`src/include/nbrc_pkg.sv`:
```
// Constants, register map and types for the nested block-repeat control block
package nbrc_pkg;

    localparam int ADDR_W    = 24;
    localparam int CNT_W     = 16;
    localparam int LOC_W     = 16;
    localparam int HI_W      = 8;
    localparam int IDX_W     = 7;
    localparam int LEVELS    = 2;

    // Register indices of 16-bit locations; byte address is four times the index
    localparam logic [IDX_W-1:0] IDX_LOOP0_CNT      = 7'h30;
    localparam logic [IDX_W-1:0] IDX_LOOP1_CNT      = 7'h31;
    localparam logic [IDX_W-1:0] IDX_LOOP1_SAVE     = 7'h32;
    localparam logic [IDX_W-1:0] IDX_LOOP0_END_HI   = 7'h34;
    localparam logic [IDX_W-1:0] IDX_LOOP0_END_LO   = 7'h35;
    localparam logic [IDX_W-1:0] IDX_LOOP1_START_HI = 7'h36;
    localparam logic [IDX_W-1:0] IDX_LOOP1_START_LO = 7'h37;
    localparam logic [IDX_W-1:0] IDX_LOOP1_END_HI   = 7'h38;
    localparam logic [IDX_W-1:0] IDX_LOOP1_END_LO   = 7'h39;
    localparam logic [IDX_W-1:0] IDX_LOOP0_START_HI = 7'h3c;
    localparam logic [IDX_W-1:0] IDX_LOOP0_START_LO = 7'h3d;
    localparam logic [IDX_W-1:0] IDX_STATUS_ONE     = 7'h40;
    localparam logic [IDX_W-1:0] IDX_LOOP_STATE     = 7'h41;

    // Field positions in status_reg_one
    localparam int STAT_FLAG_BIT = 15;
    localparam int STAT_MODE_BIT = 5;

    // Field positions in the loop state register
    localparam int STATE_ACT_LSB = 0;
    localparam int STATE_CTX_LSB = 4;

    // Reset values
    localparam logic              RST_FLAG  = 1'b0;
    localparam logic              RST_MODE  = 1'b1;
    localparam logic [CNT_W-1:0]  RST_CNT   = 16'h0000;
    localparam logic [ADDR_W-1:0] RST_ADDR  = 24'h000000;
    localparam logic [31:0]       RST_RDATA = 32'h0000_0000;

    typedef enum logic [0:0]
    {
        NBRC_BUS_IDLE = 1'b0,
        NBRC_BUS_ACK  = 1'b1
    } nbrc_bus_state_t;

endpackage : nbrc_pkg

```
`src/include/nbrc_level_if.sv`:
```
// Signals between the loop controller and one loop level's resources
`timescale 1ns/100ps
interface nbrc_level_if;
    logic [1:0]  be;
    logic [15:0] wdata;
    logic        we_cnt;
    logic        we_save;
    logic        we_start_hi;
    logic        we_start_lo;
    logic        we_end_hi;
    logic        we_end_lo;
    logic        load;
    logic [23:0] load_start;
    logic [23:0] load_end;
    logic        dec;
    logic [15:0] cnt;
    logic [15:0] save;
    logic [23:0] start_addr;
    logic [23:0] end_addr;

    modport ctrl  (output be, wdata, we_cnt, we_save, we_start_hi, we_start_lo,
                   we_end_hi, we_end_lo, load, load_start, load_end, dec,
                   input cnt, save, start_addr, end_addr);
    modport level (input be, wdata, we_cnt, we_save, we_start_hi, we_start_lo,
                   we_end_hi, we_end_lo, load, load_start, load_end, dec,
                   output cnt, save, start_addr, end_addr);
endinterface : nbrc_level_if

```
`src/hw/nbrc_top.sv`:
```
// Nested block-repeat control: two loop levels, mode handling and register slave
//
// Chosen here: the Avalon-MM register port.
`timescale 1ns/100ps
module nbrc_top (
    input  wire logic        mclk_i,
    input  wire logic        sys_rst_i,
    input  wire logic        clk_en_i,
    // Avalon-MM slave
    input  wire logic [8:0]  avs_address_i,
    input  wire logic        avs_read_i,
    input  wire logic        avs_write_i,
    input  wire logic [31:0] avs_writedata_i,
    input  wire logic [3:0]  avs_byteenable_i,
    output logic      [31:0] avs_readdata_o,
    output logic             avs_waitrequest_o,
    // CPU decode and program flow
    input  wire logic        rpt_start_i,
    input  wire logic [23:0] rpt_start_addr_i,
    input  wire logic [23:0] rpt_end_addr_i,
    input  wire logic        exec_valid_i,
    input  wire logic [23:0] exec_addr_i,
    input  wire logic        ctx_save_i,
    input  wire logic        ctx_restore_i,
    input  wire logic [1:0]  ctx_restore_val_i,
    output logic             redirect_o,
    output logic      [23:0] redirect_addr_o,
    output logic      [1:0]  level_active_o,
    output logic      [1:0]  flow_context_record_o,
    output logic             loop_active_flag_o,
    output logic             compat_mode_bit_o
);
    nbrc_level_if lvl0_if ();
    nbrc_level_if lvl1_if ();

    nbrc_pkg::nbrc_bus_state_t bus_state_r;
    nbrc_pkg::nbrc_bus_state_t bus_state_nxt;

    logic        waitreq_r;
    logic [31:0] rdata_r;
    logic [15:0] rd_mux;
    logic        flag_r;
    logic        flag_nxt;
    logic        mode_r;
    logic        mode_nxt;
    logic [1:0]  act_r;
    logic [1:0]  act_nxt;
    logic [1:0]  ctx_r;
    logic [1:0]  ctx_nxt;
    logic        redirect_r;
    logic [23:0] redirect_addr_r;

    // Address decode
    logic [nbrc_pkg::IDX_W-1:0] word_idx;
    logic        bus_req;
    logic        wr_commit;
    logic [15:0] wdata;
    logic [1:0]  be;
    logic        hit_status;

    assign word_idx   = avs_address_i[8:2];
    assign bus_req    = avs_read_i | avs_write_i;
    // A write lands only at the edge where the master sees waitrequest low
    assign wr_commit  = avs_write_i & (bus_state_r == nbrc_pkg::NBRC_BUS_ACK);
    assign wdata      = avs_writedata_i[15:0];
    assign be         = avs_byteenable_i[1:0];
    assign hit_status = (word_idx == nbrc_pkg::IDX_STATUS_ONE);

    assign lvl0_if.be          = be;
    assign lvl0_if.wdata       = wdata;
    assign lvl0_if.we_cnt      = wr_commit & (word_idx == nbrc_pkg::IDX_LOOP0_CNT);
    assign lvl0_if.we_save     = 1'b0;
    assign lvl0_if.we_start_hi = wr_commit & (word_idx == nbrc_pkg::IDX_LOOP0_START_HI);
    assign lvl0_if.we_start_lo = wr_commit & (word_idx == nbrc_pkg::IDX_LOOP0_START_LO);
    assign lvl0_if.we_end_hi   = wr_commit & (word_idx == nbrc_pkg::IDX_LOOP0_END_HI);
    assign lvl0_if.we_end_lo   = wr_commit & (word_idx == nbrc_pkg::IDX_LOOP0_END_LO);

    assign lvl1_if.be          = be;
    assign lvl1_if.wdata       = wdata;
    assign lvl1_if.we_cnt      = wr_commit & (word_idx == nbrc_pkg::IDX_LOOP1_CNT);
    assign lvl1_if.we_save     = wr_commit & (word_idx == nbrc_pkg::IDX_LOOP1_SAVE);
    assign lvl1_if.we_start_hi = wr_commit & (word_idx == nbrc_pkg::IDX_LOOP1_START_HI);
    assign lvl1_if.we_start_lo = wr_commit & (word_idx == nbrc_pkg::IDX_LOOP1_START_LO);
    assign lvl1_if.we_end_hi   = wr_commit & (word_idx == nbrc_pkg::IDX_LOOP1_END_HI);
    assign lvl1_if.we_end_lo   = wr_commit & (word_idx == nbrc_pkg::IDX_LOOP1_END_LO);

    // Status write, split per byte lane
    logic sw_flag_we;
    logic sw_mode_we;

    assign sw_flag_we = wr_commit & hit_status & be[1];
    assign sw_mode_we = wr_commit & hit_status & be[0];

    // Level selection and loop sequencing
    logic lvl0_running;
    logic use_lvl1;
    logic end1_hit;
    logic end0_hit;
    logic dec0;
    logic dec1;
    logic fin0;
    logic fin1;

    // In compat mode the flag alone says whether level 0 is looping
    assign lvl0_running = mode_r ? flag_r : act_r[0];
    assign use_lvl1     = ~mode_r & lvl0_running;

    assign lvl0_if.load       = rpt_start_i & ~use_lvl1;
    assign lvl1_if.load       = rpt_start_i & use_lvl1;
    assign lvl0_if.load_start = rpt_start_addr_i;
    assign lvl0_if.load_end   = rpt_end_addr_i;
    assign lvl1_if.load_start = rpt_start_addr_i;
    assign lvl1_if.load_end   = rpt_end_addr_i;

    // The inner level is checked first, so a shared end address closes it before the outer
    assign end1_hit = exec_valid_i & ~mode_r & act_r[1]
                      & (exec_addr_i == lvl1_if.end_addr);
    assign end0_hit = exec_valid_i & lvl0_running & ~end1_hit
                      & (exec_addr_i == lvl0_if.end_addr);
    assign dec1     = end1_hit & (lvl1_if.cnt != 16'h0000);
    assign fin1     = end1_hit & (lvl1_if.cnt == 16'h0000);
    assign dec0     = end0_hit & (lvl0_if.cnt != 16'h0000);
    assign fin0     = end0_hit & (lvl0_if.cnt == 16'h0000);

    assign lvl0_if.dec = dec0;
    assign lvl1_if.dec = dec1;

    nbrc_level #(
        .HAS_SAVE (1'b0)
    ) u_level0 (
        .mclk_i    (mclk_i),
        .sys_rst_i (sys_rst_i),
        .clk_en_i  (clk_en_i),
        .lvl       (lvl0_if.level)
    );

    nbrc_level #(
        .HAS_SAVE (1'b1)
    ) u_level1 (
        .mclk_i    (mclk_i),
        .sys_rst_i (sys_rst_i),
        .clk_en_i  (clk_en_i),
        .lvl       (lvl1_if.level)
    );

    // Loop-active flag and mode bit
    always_comb
    begin
        flag_nxt = flag_r;
        mode_nxt = mode_r;
        if (mode_r && fin0)
            flag_nxt = 1'b0;
        // In compat mode a cleared flag also drops the loop, since level 0 runs on the flag
        if (sw_flag_we)
            flag_nxt = wdata[nbrc_pkg::STAT_FLAG_BIT];
        // A new loop starting in the same cycle beats a clear
        if (mode_r && lvl0_if.load)
            flag_nxt = 1'b1;
        // Flag and mode may be written by the same access
        if (sw_mode_we)
            mode_nxt = wdata[nbrc_pkg::STAT_MODE_BIT];
    end

    // Native-mode activity and call context
    always_comb
    begin
        act_nxt = act_r;
        ctx_nxt = ctx_r;
        if (!mode_r && ctx_save_i)
        begin
            // Freeing both levels lets the subroutine start its own level 0 loop
            ctx_nxt = act_r;
            act_nxt = 2'b00;
        end
        else if (!mode_r && ctx_restore_i)
        begin
            act_nxt = ctx_restore_val_i;
        end
        if (fin1)
            act_nxt[1] = 1'b0;
        if (fin0)
            act_nxt[0] = 1'b0;
        if (lvl1_if.load)
            act_nxt[1] = 1'b1;
        if (lvl0_if.load && !mode_r)
            act_nxt[0] = 1'b1;
        if (mode_nxt)
            act_nxt = 2'b00;
    end

    // Register read mux
    always_comb
    begin
        if (word_idx == nbrc_pkg::IDX_LOOP0_CNT)
            rd_mux = lvl0_if.cnt;
        else if (word_idx == nbrc_pkg::IDX_LOOP1_CNT)
            rd_mux = lvl1_if.cnt;
        else if (word_idx == nbrc_pkg::IDX_LOOP1_SAVE)
            rd_mux = lvl1_if.save;
        else if (word_idx == nbrc_pkg::IDX_LOOP0_START_HI)
            rd_mux = {8'h00, lvl0_if.start_addr[23:16]};
        else if (word_idx == nbrc_pkg::IDX_LOOP0_START_LO)
            rd_mux = lvl0_if.start_addr[15:0];
        else if (word_idx == nbrc_pkg::IDX_LOOP0_END_HI)
            rd_mux = {8'h00, lvl0_if.end_addr[23:16]};
        else if (word_idx == nbrc_pkg::IDX_LOOP0_END_LO)
            rd_mux = lvl0_if.end_addr[15:0];
        else if (word_idx == nbrc_pkg::IDX_LOOP1_START_HI)
            rd_mux = {8'h00, lvl1_if.start_addr[23:16]};
        else if (word_idx == nbrc_pkg::IDX_LOOP1_START_LO)
            rd_mux = lvl1_if.start_addr[15:0];
        else if (word_idx == nbrc_pkg::IDX_LOOP1_END_HI)
            rd_mux = {8'h00, lvl1_if.end_addr[23:16]};
        else if (word_idx == nbrc_pkg::IDX_LOOP1_END_LO)
            rd_mux = lvl1_if.end_addr[15:0];
        else if (hit_status)
        begin
            rd_mux = 16'h0000;
            rd_mux[nbrc_pkg::STAT_FLAG_BIT] = flag_r;
            rd_mux[nbrc_pkg::STAT_MODE_BIT] = mode_r;
        end
        else if (word_idx == nbrc_pkg::IDX_LOOP_STATE)
        begin
            rd_mux = 16'h0000;
            rd_mux[nbrc_pkg::STATE_ACT_LSB +: 2] = act_r;
            rd_mux[nbrc_pkg::STATE_CTX_LSB +: 2] = ctx_r;
        end
        else
            rd_mux = 16'h0000;
    end

    // Bus handshake: one wait cycle, then a single acknowledge cycle
    always_comb
    begin
        case (bus_state_r)
            nbrc_pkg::NBRC_BUS_IDLE:
                bus_state_nxt = bus_req ? nbrc_pkg::NBRC_BUS_ACK : nbrc_pkg::NBRC_BUS_IDLE;
            nbrc_pkg::NBRC_BUS_ACK:
                bus_state_nxt = nbrc_pkg::NBRC_BUS_IDLE;
            default:
                bus_state_nxt = nbrc_pkg::NBRC_BUS_IDLE;
        endcase
    end

    always_ff @(posedge mclk_i)
    begin
        if (sys_rst_i)
        begin
            bus_state_r <= nbrc_pkg::NBRC_BUS_IDLE;
            waitreq_r   <= 1'b1;
            rdata_r     <= nbrc_pkg::RST_RDATA;
        end
        else if (clk_en_i)
        begin
            bus_state_r <= bus_state_nxt;
            waitreq_r   <= (bus_state_nxt != nbrc_pkg::NBRC_BUS_ACK);
            if (bus_state_r == nbrc_pkg::NBRC_BUS_IDLE && avs_read_i)
                rdata_r <= {16'h0000, rd_mux};
        end
    end

    always_ff @(posedge mclk_i)
    begin
        if (sys_rst_i)
        begin
            flag_r <= nbrc_pkg::RST_FLAG;
            mode_r <= nbrc_pkg::RST_MODE;
            act_r  <= 2'b00;
            ctx_r  <= 2'b00;
        end
        else if (clk_en_i)
        begin
            flag_r <= flag_nxt;
            mode_r <= mode_nxt;
            act_r  <= act_nxt;
            ctx_r  <= ctx_nxt;
        end
    end

    // Fetch redirect, one cycle after the end instruction completes
    always_ff @(posedge mclk_i)
    begin
        if (sys_rst_i)
        begin
            redirect_r      <= 1'b0;
            redirect_addr_r <= nbrc_pkg::RST_ADDR;
        end
        else if (clk_en_i)
        begin
            redirect_r <= dec0 | dec1;
            if (dec1)
                redirect_addr_r <= lvl1_if.start_addr;
            else if (dec0)
                redirect_addr_r <= lvl0_if.start_addr;
        end
    end

    assign avs_readdata_o        = rdata_r;
    assign avs_waitrequest_o     = waitreq_r;
    assign redirect_o            = redirect_r;
    assign redirect_addr_o       = redirect_addr_r;
    assign level_active_o        = act_r;
    assign flow_context_record_o = ctx_r;
    assign loop_active_flag_o    = flag_r;
    assign compat_mode_bit_o     = mode_r;
endmodule : nbrc_top

```
`src/hw/nbrc_level.sv`:
```
// One loop level: repeat counter, start and end address, optional counter save
`timescale 1ns/100ps
module nbrc_level #(
    parameter bit HAS_SAVE = 1'b0
) (
    input  wire logic   mclk_i,
    input  wire logic   sys_rst_i,
    input  wire logic   clk_en_i,
    nbrc_level_if.level lvl
);
    logic [nbrc_pkg::CNT_W-1:0]  cnt_r;
    logic [nbrc_pkg::CNT_W-1:0]  save_r;
    logic [nbrc_pkg::ADDR_W-1:0] start_r;
    logic [nbrc_pkg::ADDR_W-1:0] end_r;
    logic [nbrc_pkg::CNT_W-1:0]  cnt_wr;
    logic [nbrc_pkg::CNT_W-1:0]  save_wr;
    logic [nbrc_pkg::CNT_W-1:0]  start_lo_wr;
    logic [nbrc_pkg::CNT_W-1:0]  end_lo_wr;
    logic [nbrc_pkg::HI_W-1:0]   start_hi_wr;
    logic [nbrc_pkg::HI_W-1:0]   end_hi_wr;

    // Byte-lane merge of a 16-bit write
    function automatic logic [15:0] merge(input logic [15:0] old_v,
                                          input logic [15:0] new_v,
                                          input logic [1:0]  be);
        merge = {be[1] ? new_v[15:8] : old_v[15:8], be[0] ? new_v[7:0] : old_v[7:0]};
    endfunction : merge

    assign cnt_wr      = merge(cnt_r, lvl.wdata, lvl.be);
    assign save_wr     = merge(save_r, lvl.wdata, lvl.be);
    assign start_lo_wr = merge(start_r[15:0], lvl.wdata, lvl.be);
    assign end_lo_wr   = merge(end_r[15:0], lvl.wdata, lvl.be);
    // Upper byte of the high location is dropped
    assign start_hi_wr = lvl.be[0] ? lvl.wdata[7:0] : start_r[23:16];
    assign end_hi_wr   = lvl.be[0] ? lvl.wdata[7:0] : end_r[23:16];

    // Software counter write wins over a same-cycle decrement or reload; a reload wins over address writes
    always_ff @(posedge mclk_i)
    begin
        if (sys_rst_i)
        begin
            cnt_r   <= nbrc_pkg::RST_CNT;
            save_r  <= nbrc_pkg::RST_CNT;
            start_r <= nbrc_pkg::RST_ADDR;
            end_r   <= nbrc_pkg::RST_ADDR;
        end
        else if (clk_en_i)
        begin
            if (lvl.we_cnt)
                cnt_r <= cnt_wr;
            else if (lvl.load && HAS_SAVE)
                cnt_r <= save_r;
            else if (lvl.dec)
                cnt_r <= cnt_r - 16'h0001;
            if (HAS_SAVE && lvl.we_cnt)
                save_r <= cnt_wr;
            else if (HAS_SAVE && lvl.we_save)
                save_r <= save_wr;
            if (lvl.load)
                start_r <= lvl.load_start;
            else if (lvl.we_start_hi)
                start_r[23:16] <= start_hi_wr;
            else if (lvl.we_start_lo)
                start_r[15:0] <= start_lo_wr;
            if (lvl.load)
                end_r <= lvl.load_end;
            else if (lvl.we_end_hi)
                end_r[23:16] <= end_hi_wr;
            else if (lvl.we_end_lo)
                end_r[15:0] <= end_lo_wr;
        end
    end

    assign lvl.cnt        = cnt_r;
    assign lvl.save       = save_r;
    assign lvl.start_addr = start_r;
    assign lvl.end_addr   = end_r;
endmodule : nbrc_level

```
`config.mk`:
```
export PLATFORM = sky130hd
export DESIGN_NAME = nbrc_top
export DESIGN_NICKNAME = d
export VERILOG_FILES = /design/src/include/nbrc_pkg.sv /design/src/include/nbrc_level_if.sv /design/src/hw/nbrc_top.sv /design/src/hw/nbrc_level.sv
export SDC_FILE = /design/constraint.sdc
export NUM_CORES = 1
export LEC_CHECK = 0
export BUFFER_PORTS_ARGS = -buffer_cell sky130_fd_sc_hd__buf_2
export CAP_MARGIN = 20
export CORE_UTILIZATION = 32
export DETAILED_ROUTE_END_ITERATION = 10
export GPL_ROUTABILITY_DRIVEN = 0
export PLACE_DENSITY = 0.58
export RECOVER_POWER = 100
export SYNTH_ARGS = -nofsm -noshare
export SYNTH_HDL_FRONTEND = slang
export SYNTH_SLANG_ARGS = --single-unit
```
`constraint.sdc`:
```
create_clock -name mclk_i -period 3.31 [get_ports mclk_i]
set_input_delay 0.331 -clock mclk_i [delete_from_list [all_inputs] [get_ports mclk_i]]
set_output_delay 0.331 -clock mclk_i [all_outputs]
set_load 0.005 [all_outputs]
```
Word level (Yosys, flattened, before mapping)
Cells that the tools add are included.
{"block": "word_totals", "wordCells": 196, "out_inout_bits": 64, "register_bits": 193}
{"block": "classes", "n_eq_ne": 21, "n_addsub": 2, "muxes": 56, "bitwise_logic": 35, "n_reduce_logical": 55}
{"operator": "2-to-1 mux 16 bit", "count": 27}
{"operator": "2-to-1 mux 24 bit", "count": 6}
{"operator": "equality test 7 x 6 -> 1 bit (second input constant)", "count": 11}
{"operator": "2-to-1 mux 8 bit", "count": 8}
{"operator": "equality test 24 bit", "count": 2}
{"operator": "nonzero test 2 bit", "count": 17}
{"operator": "zero test 16 bit", "count": 2}
{"operator": "AND reduction 4 bit", "count": 8}
{"operator": "nonzero test 16 bit", "count": 2}
{"operator": "subtractor 16 x 1 -> 16 bit (second input constant)", "count": 2}
{"operator": "AND 1 bit", "count": 28}
{"operator": "AND reduction 3 bit", "count": 8}
{"operator": "equality test 7 bit (second input constant)", "count": 2}
{"operator": "AND reduction 2 bit", "count": 7}
{"operator": "2-to-1 mux 1 bit", "count": 10}
{"operator": "nonzero test 5 bit", "count": 2}
{"operator": "!= test 2 x 1 -> 1 bit (second input constant)", "count": 4}
{"operator": "logical AND 1 bit", "count": 6}
{"operator": "2-to-1 mux 2 bit", "count": 3}
{"operator": "2-to-1 mux 6 bit", "count": 1}
{"operator": "nonzero test 3 bit", "count": 2}
{"operator": "NOT 1 bit", "count": 5}
{"operator": "!= test 2 bit (second input constant)", "count": 2}
{"operator": "OR 1 bit", "count": 2}
{"operator": "other kinds (2)", "count": 2}

Depth between registers and ports, before layout
{"block": "logic_depth", "word_depth": 14, "depth_mapped": 12, "ltp_nobuf": 8}

Cells and area by module
From an unflattened synthesis, not the netlist that was laid out.
{"block": "hier_totals", "cells_unflattened": 1541, "area_unflattened_um2": 11955.2}
{"mod": "nbrc_top", "instances": 1, "seq_area_each_um2": 980.9, "cells_per_inst": 607, "area_per_inst_um2": 4564.4}
{"mod": "nbrc_level (u_level1)", "instances": 1, "seq_area_each_um2": 1601.5, "cells_per_inst": 525, "area_per_inst_um2": 4149.0}
{"mod": "nbrc_level (u_level0)", "instances": 1, "seq_area_each_um2": 1281.2, "cells_per_inst": 409, "area_per_inst_um2": 3241.9}

Least setup slack after synthesis
OpenSTA, ideal clock, no wires.
{"block": "synth_timing", "path_kind": "flip-flop to flip-flop", "startpoint": "register mode_r, in the netlist compat_mode_bit_o", "endpoint": "register redirect_addr_r[15], in the netlist redirect_addr_o[15]", "arrival_time_ps": 2243, "path_slack_ps": 952, "setup_ps": 116, "n_path_buf": 3, "path_stages_with_launch": 11, "cell_sequence": "dfxtp_1 buf_4 mux2_4 nand4_1 or4_4 nor4_2 a21oi_2 nand2b_4 buf_6 buf_6 a31o_1"}
{"block": "synth_via", "elab_chain_cells": 10, "word_cells_on_any_way": 14, "classes_between": "mux (2); bitwise (10); reduce/logical (2)"}
{"item": "from (decl)", "line_no": "nbrc_top.sv:44", "source": "logic mode_r;"}
{"item": "from (signal assigned)", "line_no": "nbrc_top.sv:267", "source": "mode_r <= nbrc_pkg::RST_MODE;"}
{"item": "from (signal assigned)", "line_no": "nbrc_top.sv:274", "source": "mode_r <= mode_nxt;"}
{"item": "NOT 1 bit", "line_no": "nbrc_top.sv:116", "source": "assign end1_hit = exec_valid_i & ~mode_r & act_r[1]"}
{"item": "AND 1 bit (2 in a row)", "line_no": "nbrc_top.sv:116"}
{"item": "AND 1 bit", "line_no": "nbrc_top.sv:117", "source": "& (exec_addr_i == lvl1_if.end_addr);"}
{"item": "NOT 1 bit", "line_no": "nbrc_top.sv:118", "source": "assign end0_hit = exec_valid_i & lvl0_running & ~end1_hit"}
{"item": "AND 1 bit", "line_no": "nbrc_top.sv:118"}
{"item": "AND 1 bit", "line_no": "nbrc_top.sv:119", "source": "& (exec_addr_i == lvl0_if.end_addr);"}
{"item": "AND 1 bit", "line_no": "nbrc_top.sv:122", "source": "assign dec0 = end0_hit & (lvl0_if.cnt != 16'h0000);"}
{"item": "nonzero test 2 bit (no line)"}
{"item": "AND reduction 2 bit (no line)"}
{"item": "to (signal assigned)", "line_no": "nbrc_top.sv:286", "source": "redirect_addr_r <= nbrc_pkg::RST_ADDR;"}
{"item": "to (signal assigned)", "line_no": "nbrc_top.sv:292", "source": "redirect_addr_r <= lvl1_if.start_addr;"}
{"item": "to (signal assigned)", "line_no": "nbrc_top.sv:294", "source": "redirect_addr_r <= lvl0_if.start_addr;"}
{"item": "to (decl)", "line_no": "nbrc_top.sv:51", "source": "logic [23:0] redirect_addr_r;"}
Parallel ways exist; a longest one is shown, timed or not.
A chain may end at the register's enable or synchronous reset.

Worst setup path after layout
{"block": "layout_timing", "startpoint": "input avs_address_i[8]", "endpoint": "register u_level0.start_r, in the netlist u_level0.lvl.start_addr[7]"}
{"block": "layout_via", "elab_chain_cells": 4, "word_cells_on_any_way": 7, "classes_between": "eq/ne (3); bitwise (2); reduce/logical (2)"}
{"item": "from (decl)", "line_no": "nbrc_top.sv:10", "source": "input wire logic [8:0] avs_address_i,"}
{"item": "equality test 7 x 6 -> 1 bit (on tied branches)", "line_no": "nbrc_top.sv:73, nbrc_top.sv:74"}
{"item": "AND 1 bit (on tied branches)", "line_no": "nbrc_top.sv:73, nbrc_top.sv:74"}
{"item": "!= test 2 x 1 -> 1 bit (no line) or nonzero test 2 bit (tied branches)"}
{"item": "AND reduction 4 bit (no line) (*)"}
{"item": "to (signal assigned)", "line_no": "nbrc_level.sv:44", "source": "start_r <= nbrc_pkg::RST_ADDR;"}
{"item": "to (signal assigned)", "line_no": "nbrc_level.sv:60", "source": "start_r <= lvl.load_start;"}
{"item": "to (decl)", "line_no": "nbrc_level.sv:13", "source": "logic [nbrc_pkg::ADDR_W-1:0] start_r;"}
Every way passes the cells marked *; elsewhere a longest branch is shown, timed or not.

==> results_dict.tcl <==
set metrics [dict create \
    clkPwrFrac 0.397 \
    tightest_slew_ns 1.909 \
    synth.most_common_cell "dfxtp_1" \
    synth_seq_cells 193 \
    clk_path_buf_depth 2 \
    start_kind "input pin" \
    grtUsageMet2 0.3980 \
    setup_slack_ns 0.2491 \
    setup_viol 0 \
    avgSynthCellArea_sq_um 7.801 \
    synth-edff-count 0 \
    violations "capacitance limit, slew limit" \
    synthCells 1454 \
    final_nets 1696 \
    track_usage 0.2568 \
    route.final.wire_length_mm 46.84 \
    dieArea_sq_um 36200 \
    period_share 0.9247 \
    port_buffers 155 \
    cts_buffers 17 \
    fill_cells 3743 \
    wl_per_cell_microns 23.03 \
    yosysUniqueCellTypes 71 \
    p_seq_frac 0.475 \
    ys_warn_count 0 \
    cts.hold.buffers_added 0 \
    cts.sinks 193 \
    arrival_ns 3.39 \
    met1_usage 0.3463 \
    via_count 12100 \
    worstSetupEndpointType "register" \
    hold_viol 0 \
    max_stage_delay_ns 0.80 \
    slew_headroom -0.2725 \
    area_growth_pct 14.66 \
    async_reset_ff_frac 0 \
    start_util 0.3268 \
    ant_nets 0 \
    path_clk_slew_ns 0.08 \
    diodes 0 \
    grt-busiest-layer "met2" \
    drv_slew 86 \
    synthFlopType "dfxtp_1" \
    synth_top_cell_by_area "dfxtp_1" \
    p_int_w 0.003571 \
    final.setup.tns_ns 0 \
    overflow 0 \
    routed_via_density 5.946 \
    coreArea_sq_um 34710 \
    crit_type "input pin to register" \
    drive_above_1_share 0.1425 \
    critPathMaxFanout 16 \
    synth_common_cells "dfxtp_1 (193), a21oi_1 (177), nor2_1 (176)" \
    fmax_mhz 326.7 \
    grt_max_degree 86 \
    cts_tree "built" \
    grt_antenna_before_repair 0 \
    cts_resized 0 \
    drtIter0Drc 1259 \
    p_comb_frac 0.127 \
    switching_share 0.3016 \
    rows 68 \
    min_period_ns 3.061 \
    grt_pass1_vias 11070 \
    rsz0062_at_grt "false" \
    post_cts_buffers 0 \
    hold_class "input pin to register" \
    drtPass1Iterations 5 \
    chipWidth_microns 190.3 \
    crit_top_cell "nor2_1" \
    outcome "complete, but fails checks" \
    p_leak_nw 4.511 \
    grt_pass1_wl_mm 69.70 \
    cts_htree_levels 4 \
    max-cap-violations 1 \
    insertion_delay_ns 0.46 \
    pin_count 192 \
    clock_skew_ns 0.01935 \
    crit_chain "clkbuf_1, and3b_1, nand2_1, nor2_1, a31oi_1, nor2_1, clkbuf_1, nor2_1, a211oi_1" \
    critPathSlowestCell "nor2_1" \
    cts_root_buf "clkbuf_16" \
    power.density_nw_per_um2 393.1 \
    dp_hpwl_mm 35.70 \
    fp.dieH_microns 190.3 \
    yosysSeqAreaShare 0.3406 \
    p_sw_w 0.001542 \
    netlist.area_leader.share 0.3406 \
    ir_drop_mv 0.3502 \
    grtUsageMet3 0.04545 \
    pre_cts_ws_ns 0.06896 \
    fin_hold_ws_ns 0.2060 \
    synth_area_sq_um 11340 \
    cp.required_ns 3.64 \
    netlist_top_cells_area "dfxtp_1 (34%), a21oi_1 (7.8%), a211oi_1 (6.9%)" \
    drcViolationCount 0 \
]
[metal layers]
layer	vias to the layer above	wire length [microns]
met3	107	3946
met2	626	20590
met4	0	2074
met5	-	0
met1	5740	20220
li1	5622	-
[flip-flops by register name (all words and copies together) (netlist names), 2 cells and up]
register and cells:
u_level0.lvl.cnt 16, u_level0.lvl.start_addr 24, avs_readdata_o 16, flow_context_record_o 2, redirect_addr_o 24, u_level0.lvl.end_addr 24, level_active_o 2, u_level1.lvl.end_addr 24
u_level1.lvl.start_addr 24, u_level1.lvl.cnt 16, u_level1.lvl.save 16
[worst max-delay path, delay by kind of cell]
kind | cells | cell delay (ns)
compound gates | 2 | 0.39
buf+inv | 2 | 0.71
simple gates | 5 | 1.95
[cells in the final DEF (no fill, tap or decap), types with 19 or more instances in the layout]
cell type	n
clkbuf_1	47
nor4_1	43
nor3_1	21
nand2_1	118
xor2_1	26
buf_2	119
buf_4	38
nor2_1	178
dfxtp_1	193
nand3_1	28
nor2b_1	21
and2_1	28
a211oi_1	105
mux2i_1	41
xnor2_1	36
a31o_1	19
a21oi_1	177
o21ai_0	54
[kinds of logic after synthesis]
logic type      synth area share
flops                     0.3406
simple gates              0.2195
compound gates            0.2839
mux                      0.04743
other cells            0.0003306
fa+ha+maj               0.002206
buf+inv                  0.05813
xor+xnor                 0.04787
[metrics by stage]
step / total power (W) / instances / cell area (sq um) / util
3_3_place_gp: 0.003114 / 2001 / 12560 / 0.3618
3_5_place_dp: 0.003119 / 2001 / 12560 / 0.3618
5_1_grt: 0.005274 / 2034 / 13010 / 0.3747
6_report: 0.005113 / 2034 / 13010 / 0.3747
4_1_cts: 0.005116 / 2033 / 13110 / 0.3776
2_1_floorplan: 0.002832 / 1469 / 11400 / -
[path summary, 6_finish.rpt]
| kind | startpoint | endpoint | slack (ns) | depth (start not counted) |
|---|---|---|---|---|
| hold reg to reg | avs_readdata_o[9]$_SDFFE_PP0P_ | avs_readdata_o[9]$_SDFFE_PP0P_ | 0.45 | 2 |
| setup / recovery | avs_address_i[8] | u_level0.lvl.start_addr[7]$_SDFFE_PP0P_ | 0.25 | 9 |
| hold / removal | clk_en_i | avs_waitrequest_o$_SDFFE_PP1P_ | 0.21 | 3 |
| setup reg to reg | u_level1.lvl.cnt[0]$_SDFFE_PP0P_ | redirect_addr_o[20]$_SDFFE_PP0P_ | 0.29 | 9 |
[final cells by class]
type | instances | area [sq um] | area share
Multi-Input combinational cell | 1131 | 6873 | 0.5284
Timing Repair Buffer | 210 | 1102 | 0.08475
Tap cell | 455 | 569.3 | 0.04377
Clock inverter | 15 | 123.9 | 0.009524
Inverter | 13 | 48.80 | 0.003752
Sequential cell | 193 | 3864 | 0.2971
Clock buffer | 17 | 425.4 | 0.03271
[power by group through the flow]
stage                     Clock, W  Combinational (W)  Sequential (W)
after global placement           0           0.000631         0.00248
after floorplan                  0           0.000377         0.00246
after detailed placement         0           0.000636         0.00248
after global routing       0.00214           0.000696         0.00243
final                      0.00203           0.000652         0.00243
after CTS                  0.00205           0.000639         0.00243
No activity file was read; power rests on OpenSTA's default activity.
